$ cat config.mk
export PLATFORM = sky130hd
export DESIGN_NAME = phy_basic_mgmt_registers
export DESIGN_NICKNAME = d
export VERILOG_FILES = /design/src/core/phy_mgmt_pkg.sv /design/src/core/pin_sync_if.sv /design/src/core/phy_basic_mgmt_registers.sv /design/src/core/pin_sync.sv
export SDC_FILE = /design/constraint.sdc
export NUM_CORES = 1
export LEC_CHECK = 0
export BUFFER_PORTS_ARGS = -buffer_cell sky130_fd_sc_hd__buf_2
export CORE_MARGIN = 2
export CORE_UTILIZATION = 55
export DETAILED_ROUTE_END_ITERATION = 7
export GPL_TIMING_DRIVEN = 0
export PLACE_DENSITY = 0.72
export SLEW_MARGIN = 25
export SYNTH_ARGS = -nofsm -noshare
export SYNTH_HDL_FRONTEND = slang
export SYNTH_HIERARCHICAL = 1
export SYNTH_SLANG_ARGS = --single-unit
export TNS_END_PERCENT = 30
$ cat constraint.sdc
create_clock -name mclk -period 2.3 [get_ports mclk]
set_input_delay 0.23 -clock mclk [delete_from_list [all_inputs] [get_ports mclk]]
set_output_delay 0.23 -clock mclk [all_outputs]
set_load 0.005 [all_outputs]
$ cat src/core/phy_mgmt_pkg.sv
// constants for the port phy management register bank
// assumes a single mclk domain and a serial management host on mdc/mdio
package phy_mgmt_pkg;

    // ------------------------------------------------------------------
    // register indices
    // ------------------------------------------------------------------
    localparam logic [4:0] REG_CONTROL = 5'h00;
    localparam logic [4:0] REG_STATUS = 5'h01;
    localparam logic [4:0] REG_IDENT_UPPER = 5'h02;

    // ------------------------------------------------------------------
    // control register fields
    // ------------------------------------------------------------------
    localparam int CTRL_RATE = 13;
    localparam int CTRL_NEG_EN = 12;
    localparam int CTRL_RESTART = 9;
    localparam int CTRL_DUPLEX = 8;
    localparam int CTRL_COL_TEST = 7;

    // ------------------------------------------------------------------
    // status register fields
    // ------------------------------------------------------------------
    localparam int STAT_NEG_DONE = 5;
    localparam int STAT_REMOTE_FAULT = 4;
    localparam int STAT_LINK = 2;
    localparam int STAT_JABBER = 1;
    // fixed part: 100tx fd/hd, 10t fd/hd, negotiation able, extended set
    localparam logic [15:0] STAT_FIXED = 16'h7809;

    // neutral identifier, value is arbitrary
    localparam logic [15:0] IDENT_UPPER_RESET = 16'h1234;

    // ------------------------------------------------------------------
    // management frame layout
    // ------------------------------------------------------------------
    localparam logic [5:0] PREAMBLE_LEN = 6'h20;
    localparam logic [3:0] HDR_LAST = 4'hc;
    localparam logic [4:0] DATA_LAST = 5'h0f;
    localparam logic [4:0] DATA_END = 5'h10;
    localparam logic [1:0] OP_READ = 2'h2;
    localparam logic [1:0] OP_WRITE = 2'h1;
    localparam logic [4:0] PHY_ADDR_DEFAULT = 5'h01;

    // cycles after reset release before straps are taken
    localparam logic [2:0] STRAP_SETTLE = 3'h5;

    // pin synchroniser lanes
    localparam int SYNC_W = 5;
    localparam int LANE_MDC = 0;
    localparam int LANE_MDIO = 1;
    localparam int LANE_NEG_STRAP = 2;
    localparam int LANE_RATE_STRAP = 3;
    localparam int LANE_DUPLEX_STRAP = 4;

    typedef enum logic [4:0] {
        S_PRE = 5'h01,
        S_HDR = 5'h02,
        S_TA = 5'h04,
        S_RD = 5'h08,
        S_WR = 5'h10
    } frame_state_t;

endpackage

$ cat src/core/pin_sync_if.sv
// bundle between the register bank and its pin synchroniser
// assumes both ends run on mclk
`timescale 1ns/1ns
interface pin_sync_if #(parameter int WIDTH = 5);
    logic [WIDTH-1:0] raw;
    logic [WIDTH-1:0] clean;
    modport bank (output raw, input clean);
    modport sync (input raw, output clean);
endinterface

$ cat src/core/phy_basic_mgmt_registers.sv
// basic control, basic status and upper identifier registers of one
// phy port, reached over the serial management pins mdc/mdio.
// assumes mdc is slow against mclk (at least 8 mclk per mdc phase)
// and that core status inputs are already on mclk.
`timescale 1ns/1ns

// Functional notes
// - writing one to control bit 9 pulses negotiation restart, reads zero
// - control bit 8 forces half or full duplex when negotiation off
// - control bit 7 raises collision whenever the port transmits
// - rate bit resets to negotiation strap OR rate strap
// - negotiation enable resets to the negotiation strap
// - duplex bit resets to duplex strap AND NOT negotiation strap
// - capability bits read only: 15,10,9 zero, 14 to 11 one
// - status bit 5 shows negotiation complete, follows the input live
// - status bit 4 is latched-high remote fault, resets zero
// - status bit 3 always reads one
// - status bit 2 is latched-low link state, resets zero
// - status bit 1 is latched-high jabber, resets zero
// - status bit 0 always reads one
// - status register at index 1, 16 bits, bits 8 to 6 read zero
// - upper identifier is writable 16 bits, resets to fixed pattern
// - upper identifier register sits at index 2
// - with negotiation on, rate and duplex come from negotiation
module phy_basic_mgmt_registers #(
    parameter logic [4:0] PHY_ADDR = phy_mgmt_pkg::PHY_ADDR_DEFAULT,
    parameter logic [15:0] IDENT_UPPER = phy_mgmt_pkg::IDENT_UPPER_RESET
) (
    input wire logic mclk,
    input wire logic arst_n,
    input wire logic mdc,
    input wire logic mdio_in,
    output logic mdio_out,
    output logic mdio_oe_n,
    input wire logic neg_strap,
    input wire logic rate_strap,
    input wire logic duplex_strap,
    input wire logic link_up,
    input wire logic neg_complete,
    input wire logic remote_fault,
    input wire logic jabber,
    input wire logic tx_active,
    input wire logic neg_rate_100,
    input wire logic neg_full_duplex,
    output logic negotiation_restart,
    output logic negotiation_enable,
    output logic rate_100,
    output logic full_duplex,
    output logic collision
);

    // ------------------------------------------------------------------
    // pin synchronisers
    // ------------------------------------------------------------------
    pin_sync_if #(.WIDTH(phy_mgmt_pkg::SYNC_W)) pins ();
    assign pins.raw[phy_mgmt_pkg::LANE_MDC] = mdc;
    assign pins.raw[phy_mgmt_pkg::LANE_MDIO] = mdio_in;
    assign pins.raw[phy_mgmt_pkg::LANE_NEG_STRAP] = neg_strap;
    assign pins.raw[phy_mgmt_pkg::LANE_RATE_STRAP] = rate_strap;
    assign pins.raw[phy_mgmt_pkg::LANE_DUPLEX_STRAP] = duplex_strap;
    pin_sync #(.WIDTH(phy_mgmt_pkg::SYNC_W)) u_sync (
        .mclk(mclk),
        .arst_n(arst_n),
        .pins(pins)
    );
    logic mdc_s;
    logic mdio_s;
    assign mdc_s = pins.clean[phy_mgmt_pkg::LANE_MDC];
    assign mdio_s = pins.clean[phy_mgmt_pkg::LANE_MDIO];

    // ------------------------------------------------------------------
    // mdc rising edge
    // ------------------------------------------------------------------
    logic mdc_prev;
    logic mdc_rise;
    always_ff @(posedge mclk or negedge arst_n) begin
        if (!arst_n) begin
            mdc_prev <= 1'b0;
        end else begin
            mdc_prev <= mdc_s;
        end
    end
    assign mdc_rise = mdc_s & ~mdc_prev;

    // ------------------------------------------------------------------
    // strap capture after reset release
    // ------------------------------------------------------------------
    // straps must first travel through the synchroniser, so they are
    // taken a few cycles after release rather than at the reset edge
    logic [2:0] settle_cnt;
    logic strap_load;
    always_ff @(posedge mclk or negedge arst_n) begin
        if (!arst_n) begin
            settle_cnt <= 3'h0;
            strap_load <= 1'b0;
        end else begin
            strap_load <= 1'b0;
            if (settle_cnt != phy_mgmt_pkg::STRAP_SETTLE) begin
                settle_cnt <= settle_cnt + 3'h1;
                if (settle_cnt == phy_mgmt_pkg::STRAP_SETTLE - 3'h1) begin
                    strap_load <= 1'b1;
                end
            end
        end
    end

    // ------------------------------------------------------------------
    // management frame engine
    // ------------------------------------------------------------------
    phy_mgmt_pkg::frame_state_t state;
    logic [5:0] pre_cnt;
    logic [4:0] bit_cnt;
    logic [12:0] hdr;
    logic [12:0] next_hdr;
    logic [4:0] reg_idx;
    logic [15:0] shift;
    logic [15:0] read_value;
    logic wr_stb;
    logic [4:0] wr_idx;
    logic [15:0] wr_data;
    logic status_read;
    logic hdr_ok;
    assign next_hdr = {hdr[11:0], mdio_s};
    // next_hdr: [12] second start bit, [11:10] op, [9:5] addr, [4:0] reg
    assign hdr_ok = next_hdr[12] & (next_hdr[9:5] == PHY_ADDR) &
        ((next_hdr[11:10] == phy_mgmt_pkg::OP_READ) |
         (next_hdr[11:10] == phy_mgmt_pkg::OP_WRITE));

    always_ff @(posedge mclk or negedge arst_n) begin
        if (!arst_n) begin
            state <= phy_mgmt_pkg::S_PRE;
            pre_cnt <= 6'h00;
            bit_cnt <= 5'h00;
            hdr <= 13'h0000;
            reg_idx <= 5'h00;
            shift <= 16'h0000;
            mdio_out <= 1'b1;
            mdio_oe_n <= 1'b1;
            wr_stb <= 1'b0;
            wr_idx <= 5'h00;
            wr_data <= 16'h0000;
            status_read <= 1'b0;
        end else begin
            wr_stb <= 1'b0;
            status_read <= 1'b0;
            if (mdc_rise) begin
                case (state)
                    phy_mgmt_pkg::S_PRE: begin
                        if (mdio_s) begin
                            if (pre_cnt != phy_mgmt_pkg::PREAMBLE_LEN) begin
                                pre_cnt <= pre_cnt + 6'h01;
                            end
                        end else begin
                            // a zero after a full preamble is the start
                            if (pre_cnt == phy_mgmt_pkg::PREAMBLE_LEN) begin
                                state <= phy_mgmt_pkg::S_HDR;
                                bit_cnt <= 5'h00;
                            end
                            pre_cnt <= 6'h00;
                        end
                    end
                    phy_mgmt_pkg::S_HDR: begin
                        hdr <= next_hdr;
                        bit_cnt <= bit_cnt + 5'h01;
                        if (bit_cnt[3:0] == phy_mgmt_pkg::HDR_LAST) begin
                            bit_cnt <= 5'h00;
                            reg_idx <= next_hdr[4:0];
                            if (hdr_ok) begin
                                state <= phy_mgmt_pkg::S_TA;
                            end else begin
                                state <= phy_mgmt_pkg::S_PRE;
                            end
                        end
                    end
                    phy_mgmt_pkg::S_TA: begin
                        if (hdr[11:10] == phy_mgmt_pkg::OP_READ) begin
                            // second turnaround bit is driven low
                            mdio_oe_n <= 1'b0;
                            mdio_out <= 1'b0;
                            shift <= read_value;
                            status_read <= (reg_idx ==
                                phy_mgmt_pkg::REG_STATUS);
                            state <= phy_mgmt_pkg::S_RD;
                            bit_cnt <= 5'h00;
                        end else if (bit_cnt != 5'h00) begin
                            state <= phy_mgmt_pkg::S_WR;
                            bit_cnt <= 5'h00;
                        end else begin
                            bit_cnt <= 5'h01;
                        end
                    end
                    phy_mgmt_pkg::S_RD: begin
                        if (bit_cnt == phy_mgmt_pkg::DATA_END) begin
                            mdio_oe_n <= 1'b1;
                            mdio_out <= 1'b1;
                            state <= phy_mgmt_pkg::S_PRE;
                        end else begin
                            mdio_out <= shift[15];
                            shift <= {shift[14:0], 1'b0};
                            bit_cnt <= bit_cnt + 5'h01;
                        end
                    end
                    phy_mgmt_pkg::S_WR: begin
                        shift <= {shift[14:0], mdio_s};
                        bit_cnt <= bit_cnt + 5'h01;
                        if (bit_cnt == phy_mgmt_pkg::DATA_LAST) begin
                            wr_stb <= 1'b1;
                            wr_idx <= reg_idx;
                            wr_data <= {shift[14:0], mdio_s};
                            state <= phy_mgmt_pkg::S_PRE;
                        end
                    end
                    default: begin
                        state <= phy_mgmt_pkg::S_PRE;
                    end
                endcase
            end
        end
    end

    // ------------------------------------------------------------------
    // control register
    // ------------------------------------------------------------------
    logic ctrl_rate;
    logic ctrl_neg_en;
    logic ctrl_duplex;
    logic ctrl_col_test;
    logic wr_ctrl;
    assign wr_ctrl = wr_stb & (wr_idx == phy_mgmt_pkg::REG_CONTROL);

    always_ff @(posedge mclk or negedge arst_n) begin
        if (!arst_n) begin
            ctrl_rate <= 1'b0;
            ctrl_neg_en <= 1'b0;
            ctrl_duplex <= 1'b0;
            ctrl_col_test <= 1'b0;
        end else if (strap_load) begin
            ctrl_rate <= pins.clean[phy_mgmt_pkg::LANE_NEG_STRAP] |
                pins.clean[phy_mgmt_pkg::LANE_RATE_STRAP];
            ctrl_neg_en <=
                pins.clean[phy_mgmt_pkg::LANE_NEG_STRAP];
            ctrl_duplex <= pins.clean[phy_mgmt_pkg::LANE_DUPLEX_STRAP] &
                ~pins.clean[phy_mgmt_pkg::LANE_NEG_STRAP];
            ctrl_col_test <= 1'b0;
        end else if (wr_ctrl) begin
            ctrl_rate <= wr_data[phy_mgmt_pkg::CTRL_RATE];
            ctrl_neg_en <= wr_data[phy_mgmt_pkg::CTRL_NEG_EN];
            ctrl_duplex <= wr_data[phy_mgmt_pkg::CTRL_DUPLEX];
            ctrl_col_test <= wr_data[phy_mgmt_pkg::CTRL_COL_TEST];
        end
    end

    // restart is a one-cycle pulse and never stored, so it reads zero
    always_ff @(posedge mclk or negedge arst_n) begin
        if (!arst_n) begin
            negotiation_restart <= 1'b0;
        end else begin
            negotiation_restart <= wr_ctrl &
                wr_data[phy_mgmt_pkg::CTRL_RESTART];
        end
    end

    // ------------------------------------------------------------------
    // upper identifier register
    // ------------------------------------------------------------------
    logic [15:0] ident_upper;

    always_ff @(posedge mclk or negedge arst_n) begin
        if (!arst_n) begin
            ident_upper <= IDENT_UPPER;
        end else if (wr_stb &&
                (wr_idx == phy_mgmt_pkg::REG_IDENT_UPPER)) begin
            ident_upper <= wr_data;
        end
    end

    // ------------------------------------------------------------------
    // latched status flags
    // ------------------------------------------------------------------
    // an event in the read cycle itself survives: the new level is
    // or-ed (or and-ed for link) after the release by the read
    logic fault_latch;
    logic jabber_latch;
    logic link_latch;

    always_ff @(posedge mclk or negedge arst_n) begin
        if (!arst_n) begin
            fault_latch <= 1'b0;
            jabber_latch <= 1'b0;
            link_latch <= 1'b0;
        end else begin
            fault_latch <= remote_fault |
                (fault_latch & ~status_read);
            jabber_latch <= jabber |
                (jabber_latch & ~status_read);
            link_latch <= link_up &
                (link_latch | status_read);
        end
    end

    // ------------------------------------------------------------------
    // read mux
    // ------------------------------------------------------------------
    logic [15:0] status_value;
    logic [15:0] control_value;

    always_comb begin
        // bits 15,10,9 and 8:6 stay zero; 14:11, 3 and 0 are fixed ones
        status_value = phy_mgmt_pkg::STAT_FIXED;
        status_value[phy_mgmt_pkg::STAT_NEG_DONE] = neg_complete;
        status_value[phy_mgmt_pkg::STAT_REMOTE_FAULT] = fault_latch;
        status_value[phy_mgmt_pkg::STAT_LINK] = link_latch;
        status_value[phy_mgmt_pkg::STAT_JABBER] = jabber_latch;
    end

    always_comb begin
        control_value = 16'h0000;
        control_value[phy_mgmt_pkg::CTRL_RATE] = ctrl_rate;
        control_value[phy_mgmt_pkg::CTRL_NEG_EN] = ctrl_neg_en;
        control_value[phy_mgmt_pkg::CTRL_DUPLEX] = ctrl_duplex;
        control_value[phy_mgmt_pkg::CTRL_COL_TEST] = ctrl_col_test;
    end

    always_comb begin
        if (reg_idx == phy_mgmt_pkg::REG_CONTROL) begin
            read_value = control_value;
        end else if (reg_idx == phy_mgmt_pkg::REG_STATUS) begin
            read_value = status_value;
        end else if (reg_idx == phy_mgmt_pkg::REG_IDENT_UPPER) begin
            read_value = ident_upper;
        end else begin
            read_value = 16'h0000;
        end
    end

    // ------------------------------------------------------------------
    // controls toward the phy core
    // ------------------------------------------------------------------
    always_ff @(posedge mclk or negedge arst_n) begin
        if (!arst_n) begin
            negotiation_enable <= 1'b0;
            rate_100 <= 1'b0;
            full_duplex <= 1'b0;
        end else begin
            negotiation_enable <= ctrl_neg_en;
            if (ctrl_neg_en) begin
                rate_100 <= neg_rate_100;
                full_duplex <= neg_full_duplex;
            end else begin
                rate_100 <= ctrl_rate;
                full_duplex <= ctrl_duplex;
            end
        end
    end

    // no loopback check here: the loopback advice is left to software
    always_ff @(posedge mclk or negedge arst_n) begin
        if (!arst_n) begin
            collision <= 1'b0;
        end else begin
            collision <= ctrl_col_test & tx_active;
        end
    end

endmodule

$ cat src/core/pin_sync.sv
// three-stage pin synchroniser with agreement filter
// assumes raw inputs are asynchronous to mclk
`timescale 1ns/1ns
module pin_sync #(
    parameter int WIDTH = 5
) (
    input wire logic mclk,
    input wire logic arst_n,
    pin_sync_if.sync pins
);

    // ------------------------------------------------------------------
    // per-lane stages
    // ------------------------------------------------------------------
    genvar i;
    generate
        for (i = 0; i < WIDTH; i = i + 1) begin : g_lane
            logic q1;
            logic q2;
            logic q3;
            logic level;
            // only q2 reads q1; a change is taken when q2 and q3 agree
            always_ff @(posedge mclk or negedge arst_n) begin
                if (!arst_n) begin
                    q1 <= 1'b0;
                    q2 <= 1'b0;
                    q3 <= 1'b0;
                    level <= 1'b0;
                end else begin
                    q1 <= pins.raw[i];
                    q2 <= q1;
                    q3 <= q2;
                    if (q2 == q3) begin
                        level <= q3;
                    end
                end
            end
            assign pins.clean[i] = level;
        end
    endgenerate

endmodule

; Yosys cells after proc, flatten, opt, wreduce, memory -nomap -nowiden
; Index checks and enable logic that the tools add are counted.
; W data, S select, Z words.
[totals]
out_inout_bits = 7
inputBits = 14
wordCells = 166
regBits = 127
[op_classes]
n_eq_ne = 33
n_bitwise = 18
n_mux = 47
reduce_logical = 17
n_addsub = 3
[op_table]
columns = operator, count
row1 = $mux W16, 5
row2 = $mux W5, 11
row3 = $pmux W5 S5, 2
row4 = $pmux W16 S3, 1
row5 = $mux W1, 23
row6 = $ne A2 B2 Y1 const B, 8
row7 = $eq A5 B1 Y1 const B, 3
row8 = $eq A5 B2 Y1 const B, 3
row9 = $mux W6, 2
row10 = $reduce_and A3 Y1, 4
row11 = $and A1 B1 Y1, 10
row12 = $eq A5 B4 Y1 const B, 2
row13 = $eq A5 B5 Y1 const B, 2
row14 = $logic_not A5 Y1, 2
row15 = $reduce_bool A5 Y1, 2
row16 = $reduce_and A4 Y1, 2
row17 = $reduce_and A7 Y1, 1
row18 = $add A6 B1 Y6 const B, 1
row19 = $eq A6 B6 Y1 const B, 1
row20 = $ne A3 B3 Y1 const B, 2
row21 = $ne A6 B6 Y1 const B, 1
row22 = $add A5 B1 Y5 const B, 1
row23 = $eq A1 B1 Y1, 5
row24 = $eq A5 B3 Y1 const B, 1
row25 = other kinds (14), 23

; Logic depth before layout (Yosys ltp)
[logic_depth]
ltp_word = 6
depth_mapped = 8

; Hierarchy
; The synthesis kept the hierarchy.
[by_module_without_submodules]
columns = mod, instances, cells_per_inst, area_per_inst_um2
row1 = phy_basic_mgmt_registers, 1, 402, 4795.8
row2 = pin_sync, 1, 30, 594.3

; Least setup slack after synthesis
; OpenSTA, ideal clock, no wires.
[synth_path]
path_kind = reg2reg
start = reg bit_cnt[0]
end = reg state[2]
t_arrival_ns = 1.970
stages_incl_launch_ff = 8
path_buffers = 1
slack_ns = 0.205
t_required_ns = 2.175
path_cell_list = dfrtp_1 inv_1 ha_1 nor4bb_1 o22ai_1 or4_4 buf_6 mux2_4
[synth_between]
elab_chain_len = 3
[synth_rtl]
columns = element, line
row1 = start: declaration, phy_basic_mgmt_registers.sv:112  ; logic [4:0] bit_cnt;
row2 = start signal: assignment, phy_basic_mgmt_registers.sv:164  ; bit_cnt <= bit_cnt + 5'h01;
row3 = start signal: assignment, phy_basic_mgmt_registers.sv:200  ; bit_cnt <= bit_cnt + 5'h01;
row4 = start signal: assignment, phy_basic_mgmt_registers.sv:205  ; bit_cnt <= bit_cnt + 5'h01;
row5 = "$eq A5 B4 Y1, or another cell as far along", phy_basic_mgmt_registers.sv:206  ; if (bit_cnt == phy_mgmt_pkg::DATA_LAST) begin
row6 = $ne A2 B2 Y1 (no source line) / $ne A3 B3 Y1 (equally long branches), --
row7 = $reduce_and A7 Y1 (no source line) (*), --
row8 = end signal: assignment, phy_basic_mgmt_registers.sv:196  ; state <= phy_mgmt_pkg::S_PRE;
row9 = end signal: assignment, phy_basic_mgmt_registers.sv:210  ; state <= phy_mgmt_pkg::S_PRE;
row10 = end signal: assignment, phy_basic_mgmt_registers.sv:214  ; state <= phy_mgmt_pkg::S_PRE;
row11 = end: declaration, phy_basic_mgmt_registers.sv:110  ; phy_mgmt_pkg::frame_state_t state;
; Mark *: on every way between the ends. The rest lies on a longest branch, timed or not.
; A chain may end at the register's enable or synchronous reset.

; Worst setup path in the final report
[layout_path]
start = reg bit_cnt[0]
end = reg wr_data[14]
[layout_between]
elab_chain_len = 2
[layout_rtl]
columns = element, line
row1 = $eq A5 B4 Y1, phy_basic_mgmt_registers.sv:206
row2 = $reduce_and A3 Y1 (no source line), --
row3 = end signal: assignment, phy_basic_mgmt_registers.sv:209  ; wr_data <= {shift[14:0], mdio_s};
row4 = end: declaration, phy_basic_mgmt_registers.sv:120  ; logic [15:0] wr_data;
; No other way between the ends.

==> run_results.csv <==
group,metric,value,unit
worst_setup_path,timing.rr.end,"wr_data[14]",
synth,synth_top_flop_cell,"sky130_fd_sc_hd__dfrtp_1",
detailed_routing,routed_wl,10200,um
clock_network,cts_tree,"done",
synth,synth.ff_latch_count,127,
worst_setup_path,setup.worst_path.end,"wr_data[14]",
detailed_routing,vias,3486,
place,placed_cells,586,
worst_hold_path,hold_class,"input port to register",
synth,post_synth_edffs,0,
timing,slew_violations,0,
timing,finClkSkew,0.00667,ns
clock_network,clock_network_latency_to_the_later_pin_of_the_worst_skew_pair,0.52,ns
worst_setup_path,r2r_slack,0.05,ns
place,portBuffers,20,
grt,grt-ovfl-total,0,
clock_network,register_clock_pin_slew_on_the_reported_worst_setup_and_hold_paths,0.06,ns
finish,antenna_cells_inserted,0,
worst_setup_path,criticalPathCategory,"register to register",
worst_setup_path,timing.critical_path.required,2.70,ns
worst_setup_path,slowest_delay,0.50,ns
clock_network,htreeDepth,4,
run,max_cap_viol_count,0,
clock_network,post-cts-setup-buffers,0,
grt,grt_util_all_layers,0.216,
timing,timing.final.setup_violations,0,
synth,synth.yosys.seq_area_share,0.591,
synth,syn-cell-area,5390,sq um
worst_setup_path,cpLargestDelayFamily,"buffers and inverters",
timing,actual_transition_at_the_worst_max_transition_pin,0.807,ns
detailed_routing,detailedRoute.firstIterationViolations,159,
grt,grt_start_max_net_pins,66,
floorplanning,io-pin-count,21,
clock_network,worst_case_clock_buffer_depth,2,
timing,max_clk_rate,445,MHz
worst_setup_path,r2r-start,"bit_cnt[0]",
worst_setup_path,worst_ep_arrival_time,2.64,ns
synth,synth_warnings,6,
synth,synth.lib_cells_used.distinct,59,
finish,layoutNonFillerInstCount,630,
worst_setup_path,crit_path_start,"bit_cnt[0]",
timing,holdWs,0.189,ns
status,run_status,"complete, no violations",
synth,syn_inst,432,
detailed_routing,tritonroute_pass_1_iters,6,
floorplanning,placementRows,36,
finish,register_area,3190,sq um
synth,synthesis.nets,454,
worst_setup_path,end_kind,"register",
worst_setup_path,critical_path_depth,6,
timing,rsz0062_at_grt,"yes",
clock_network,cts_num_sinks,127,
worst_setup_path,launching_element_type_of_the_critical_path,"register",
place,routabilityCongestion,0.884,
finish,final_nets,506,
worst_setup_path,worst_path_most_repeated_cell,"sky130_fd_sc_hd__ha_1",
timing,final.min_clock_period,2.25,ns
grt,grt_pass1_wl,17200,um
timing,timing.final.crit_share,0.976,
clock_network,cts-buffers-inserted,17,
detailed_routing,post_drt_via_cell_ratio,5.53,
synth,synth-async-reset-ratio,1.00,
worst_setup_path,crit_path_max_fanout,10,
worst_setup_path,cpMaxStageDelayCell,"sky130_fd_sc_hd__clkbuf_1",
floorplanning,floorplan.initialDensity,0.559,
floorplanning,die_h,103,um
detailed_routing,drt.antenna.violating_nets,0,
clock_network,ctsRootBufferMaster,"sky130_fd_sc_hd__clkbuf_8",
floorplanning,die_width,103,um
grt,antenna_found_initial,0,
detailed_routing,drt_drc_violations_left,0,
finish,flow.area_growth_from_synthesis,19.9,%
timing,finalHoldViolCount,0,
place,dp_hpwl,6560,um
grt,via_count_of_the_first_global_routing_pass,3626,
finish,multi_input_comb_area,2070,sq um
worst_setup_path,cp_cell_sequence,"ha_1 > and3_1 > ha_1 > nand3_1 > clkbuf_1 > mux2_2",
floorplanning,dieArea,10600,sq um
power_and_ir_drop,leakage,0.00315,uW
worst_setup_path,worstRegToRegCells,6,
finish,fraction_of_layout_instances_using_a_drive_strength_above_1,0.308,
finish,n_fill_cell,735,
synth,post_synth.cell_area_avg,12.5,sq um
worst_setup_path,crit_buf_inv,1,
detailed_routing,drt-wirelength-per-cell,16.3,um
timing,slew_headroom,0.457,
power_and_ir_drop,vdd_ir_drop_max,0.457,mV
floorplanning,core_area,9640,sq um
finish,finish.utilization,0.670,
power_and_ir_drop,cellPowerDensity,890,nW/um^2
## state kept, by name (all words and copies together) (netlist names), 3 cells and up
| register | cells |
|---|---|
| u_sync/g_lane.q2 | 5 |
| u_sync/g_lane.q1 | 5 |
| u_sync/g_lane.q3 | 5 |
| pre_cnt | 6 |
| reg_idx | 5 |
| shift | 16 |
| settle_cnt | 3 |
| wr_idx | 5 |
| u_sync/g_lane.level | 5 |
| wr_data | 16 |
| bit_cnt | 5 |
| state | 5 |
| ident_upper | 16 |
| hdr | 12 |
## power breakdown
group,total (uW),internal (uW),switching (uW)
clock,2690,1710,977
combinational,589,277,311
sequential,2480,2370,110
## final cells by class
class                      count  area share
clock buffer                  20      0.0689
timing repair buffer          33      0.0399
multi-input combinational    271       0.321
clock inverter                12      0.0248
buffer                        22      0.0194
sequential                   127       0.493
inverter                      12     0.00697
tap                          133      0.0258
## worst min-delay path by stage
stage               cells past startpoint                 from                   to  slack (ns)
finish                                  4         neg_complete             shift[5]        0.19
global route                            4         neg_complete             shift[5]        0.19
detailed placement                      1               arst_n             shift[5]        0.20
CTS                                     4         neg_complete             shift[5]        0.18
floorplan                               0               arst_n           bit_cnt[0]       -0.07
global placement                        0  u_sync/g_lane[4].q1  u_sync/g_lane[4].q2        0.33
## per-layer routing
metal | vias up | GRT usage | routed length (um)
met1 | 1762 | 0.273 | 4630
met4 | 0 | 0.0901 | 148
met3 | 15 | 0.0624 | 326
li1 | 1645 | - | -
met5 | - | 0 | 0
met2 | 64 | 0.350 | 5140
## metrics by stage
stage	total power (uW)	worst slack (ns)	cell area (sq um)	setup TNS (ns)
final	5750	0.0550	6460	0
after floorplan	2880	0.205	5390	0
after detailed placement	3060	-0.287	5700	-5.11
after global routing	5990	-0.0639	6460	-0.356
after CTS	5800	0.0713	6450	0
after global placement	3020	-0.562	5660	-68.56
## logic make-up after synthesis
group,synth area share
compound gates,0.0919
xor+xnor,0.0130
fa+ha+maj,0.0290
buf+inv,0.0306
flops,0.591
mux,0.131
simple gates,0.113
## what timing repair did
action	in CTS	in global routing
endpoints found under the setup margin	32	35
gates resized for setup	6	3
endpoints found under the hold margin	73	0
hold buffers	12	0
## worst min-delay path: cells and delay by family
kind | cells | cell delay, ns
buf+inv | 1 | 0.07
compound gates | 3 | 0.36
## Yosys cell counts, types with 2 or more instances
cell                          n  area share
sky130_fd_sc_hd__a211o_1      4      0.0065
sky130_fd_sc_hd__a21o_1       4      0.0056
sky130_fd_sc_hd__a21oi_1      4      0.0037
sky130_fd_sc_hd__a221o_1      3      0.0056
sky130_fd_sc_hd__a22oi_1      8       0.011
sky130_fd_sc_hd__a2bb2oi_1    6      0.0097
sky130_fd_sc_hd__a311oi_1     2      0.0033
sky130_fd_sc_hd__and2_1       3      0.0035
sky130_fd_sc_hd__and3_1       5      0.0058
sky130_fd_sc_hd__and3b_1      3      0.0049
sky130_fd_sc_hd__buf_2        5      0.0046
sky130_fd_sc_hd__buf_4        6      0.0084
sky130_fd_sc_hd__clkbuf_1     8      0.0056
sky130_fd_sc_hd__dfrtp_1    119        0.55
sky130_fd_sc_hd__dfstp_2      8       0.039
sky130_fd_sc_hd__ha_1         8       0.019
sky130_fd_sc_hd__inv_1       12      0.0084
sky130_fd_sc_hd__maj3_2       5       0.010
sky130_fd_sc_hd__mux2_2      55        0.11
sky130_fd_sc_hd__mux2_4       3      0.0084
sky130_fd_sc_hd__mux2i_1      4      0.0074
sky130_fd_sc_hd__nand2_1     38       0.026
sky130_fd_sc_hd__nand2b_1     2      0.0023
sky130_fd_sc_hd__nand3_1      9      0.0084
sky130_fd_sc_hd__nand3b_1     2      0.0028
sky130_fd_sc_hd__nand4_1      2      0.0023
sky130_fd_sc_hd__nand4b_1     2      0.0033
sky130_fd_sc_hd__nor2_1      22       0.015
sky130_fd_sc_hd__nor2b_1      5      0.0058
sky130_fd_sc_hd__nor3_1       4      0.0037
sky130_fd_sc_hd__nor4_1       3      0.0035
sky130_fd_sc_hd__nor4b_1      2      0.0033
sky130_fd_sc_hd__o211ai_1     3      0.0042
sky130_fd_sc_hd__o21ai_0     26       0.024
sky130_fd_sc_hd__o21ai_1      5      0.0046
sky130_fd_sc_hd__o22ai_1      2      0.0023
sky130_fd_sc_hd__o2bb2ai_1    2      0.0033
sky130_fd_sc_hd__xor2_1       7       0.011
## layout by cell type (no fill, tap or decap), types with 4 or more instances in the layout
cell type,instances
sky130_fd_sc_hd__clkbuf_16,16
sky130_fd_sc_hd__ha_1,8
sky130_fd_sc_hd__dfstp_2,8
sky130_fd_sc_hd__clkinvlp_4,4
sky130_fd_sc_hd__o21ai_0,26
sky130_fd_sc_hd__nand3_1,8
sky130_fd_sc_hd__a2bb2oi_1,6
sky130_fd_sc_hd__buf_2,24
sky130_fd_sc_hd__mux2i_1,4
sky130_fd_sc_hd__a22oi_1,8
sky130_fd_sc_hd__nand2_1,38
sky130_fd_sc_hd__buf_4,6
sky130_fd_sc_hd__a21o_1,4
sky130_fd_sc_hd__clkbuf_1,5
sky130_fd_sc_hd__a21oi_1,4
sky130_fd_sc_hd__a211o_1,4
sky130_fd_sc_hd__and3_1,5
sky130_fd_sc_hd__nor2b_1,5
sky130_fd_sc_hd__clkbuf_2,5
sky130_fd_sc_hd__inv_1,12
sky130_fd_sc_hd__nor2_1,22
sky130_fd_sc_hd__xor2_1,7
sky130_fd_sc_hd__dfrtp_1,119
sky130_fd_sc_hd__mux2_2,55
sky130_fd_sc_hd__o21ai_1,5
sky130_fd_sc_hd__maj3_2,5
sky130_fd_sc_hd__dlygate4sd3_1,12
No activity file was read; power rests on OpenSTA's default activity.
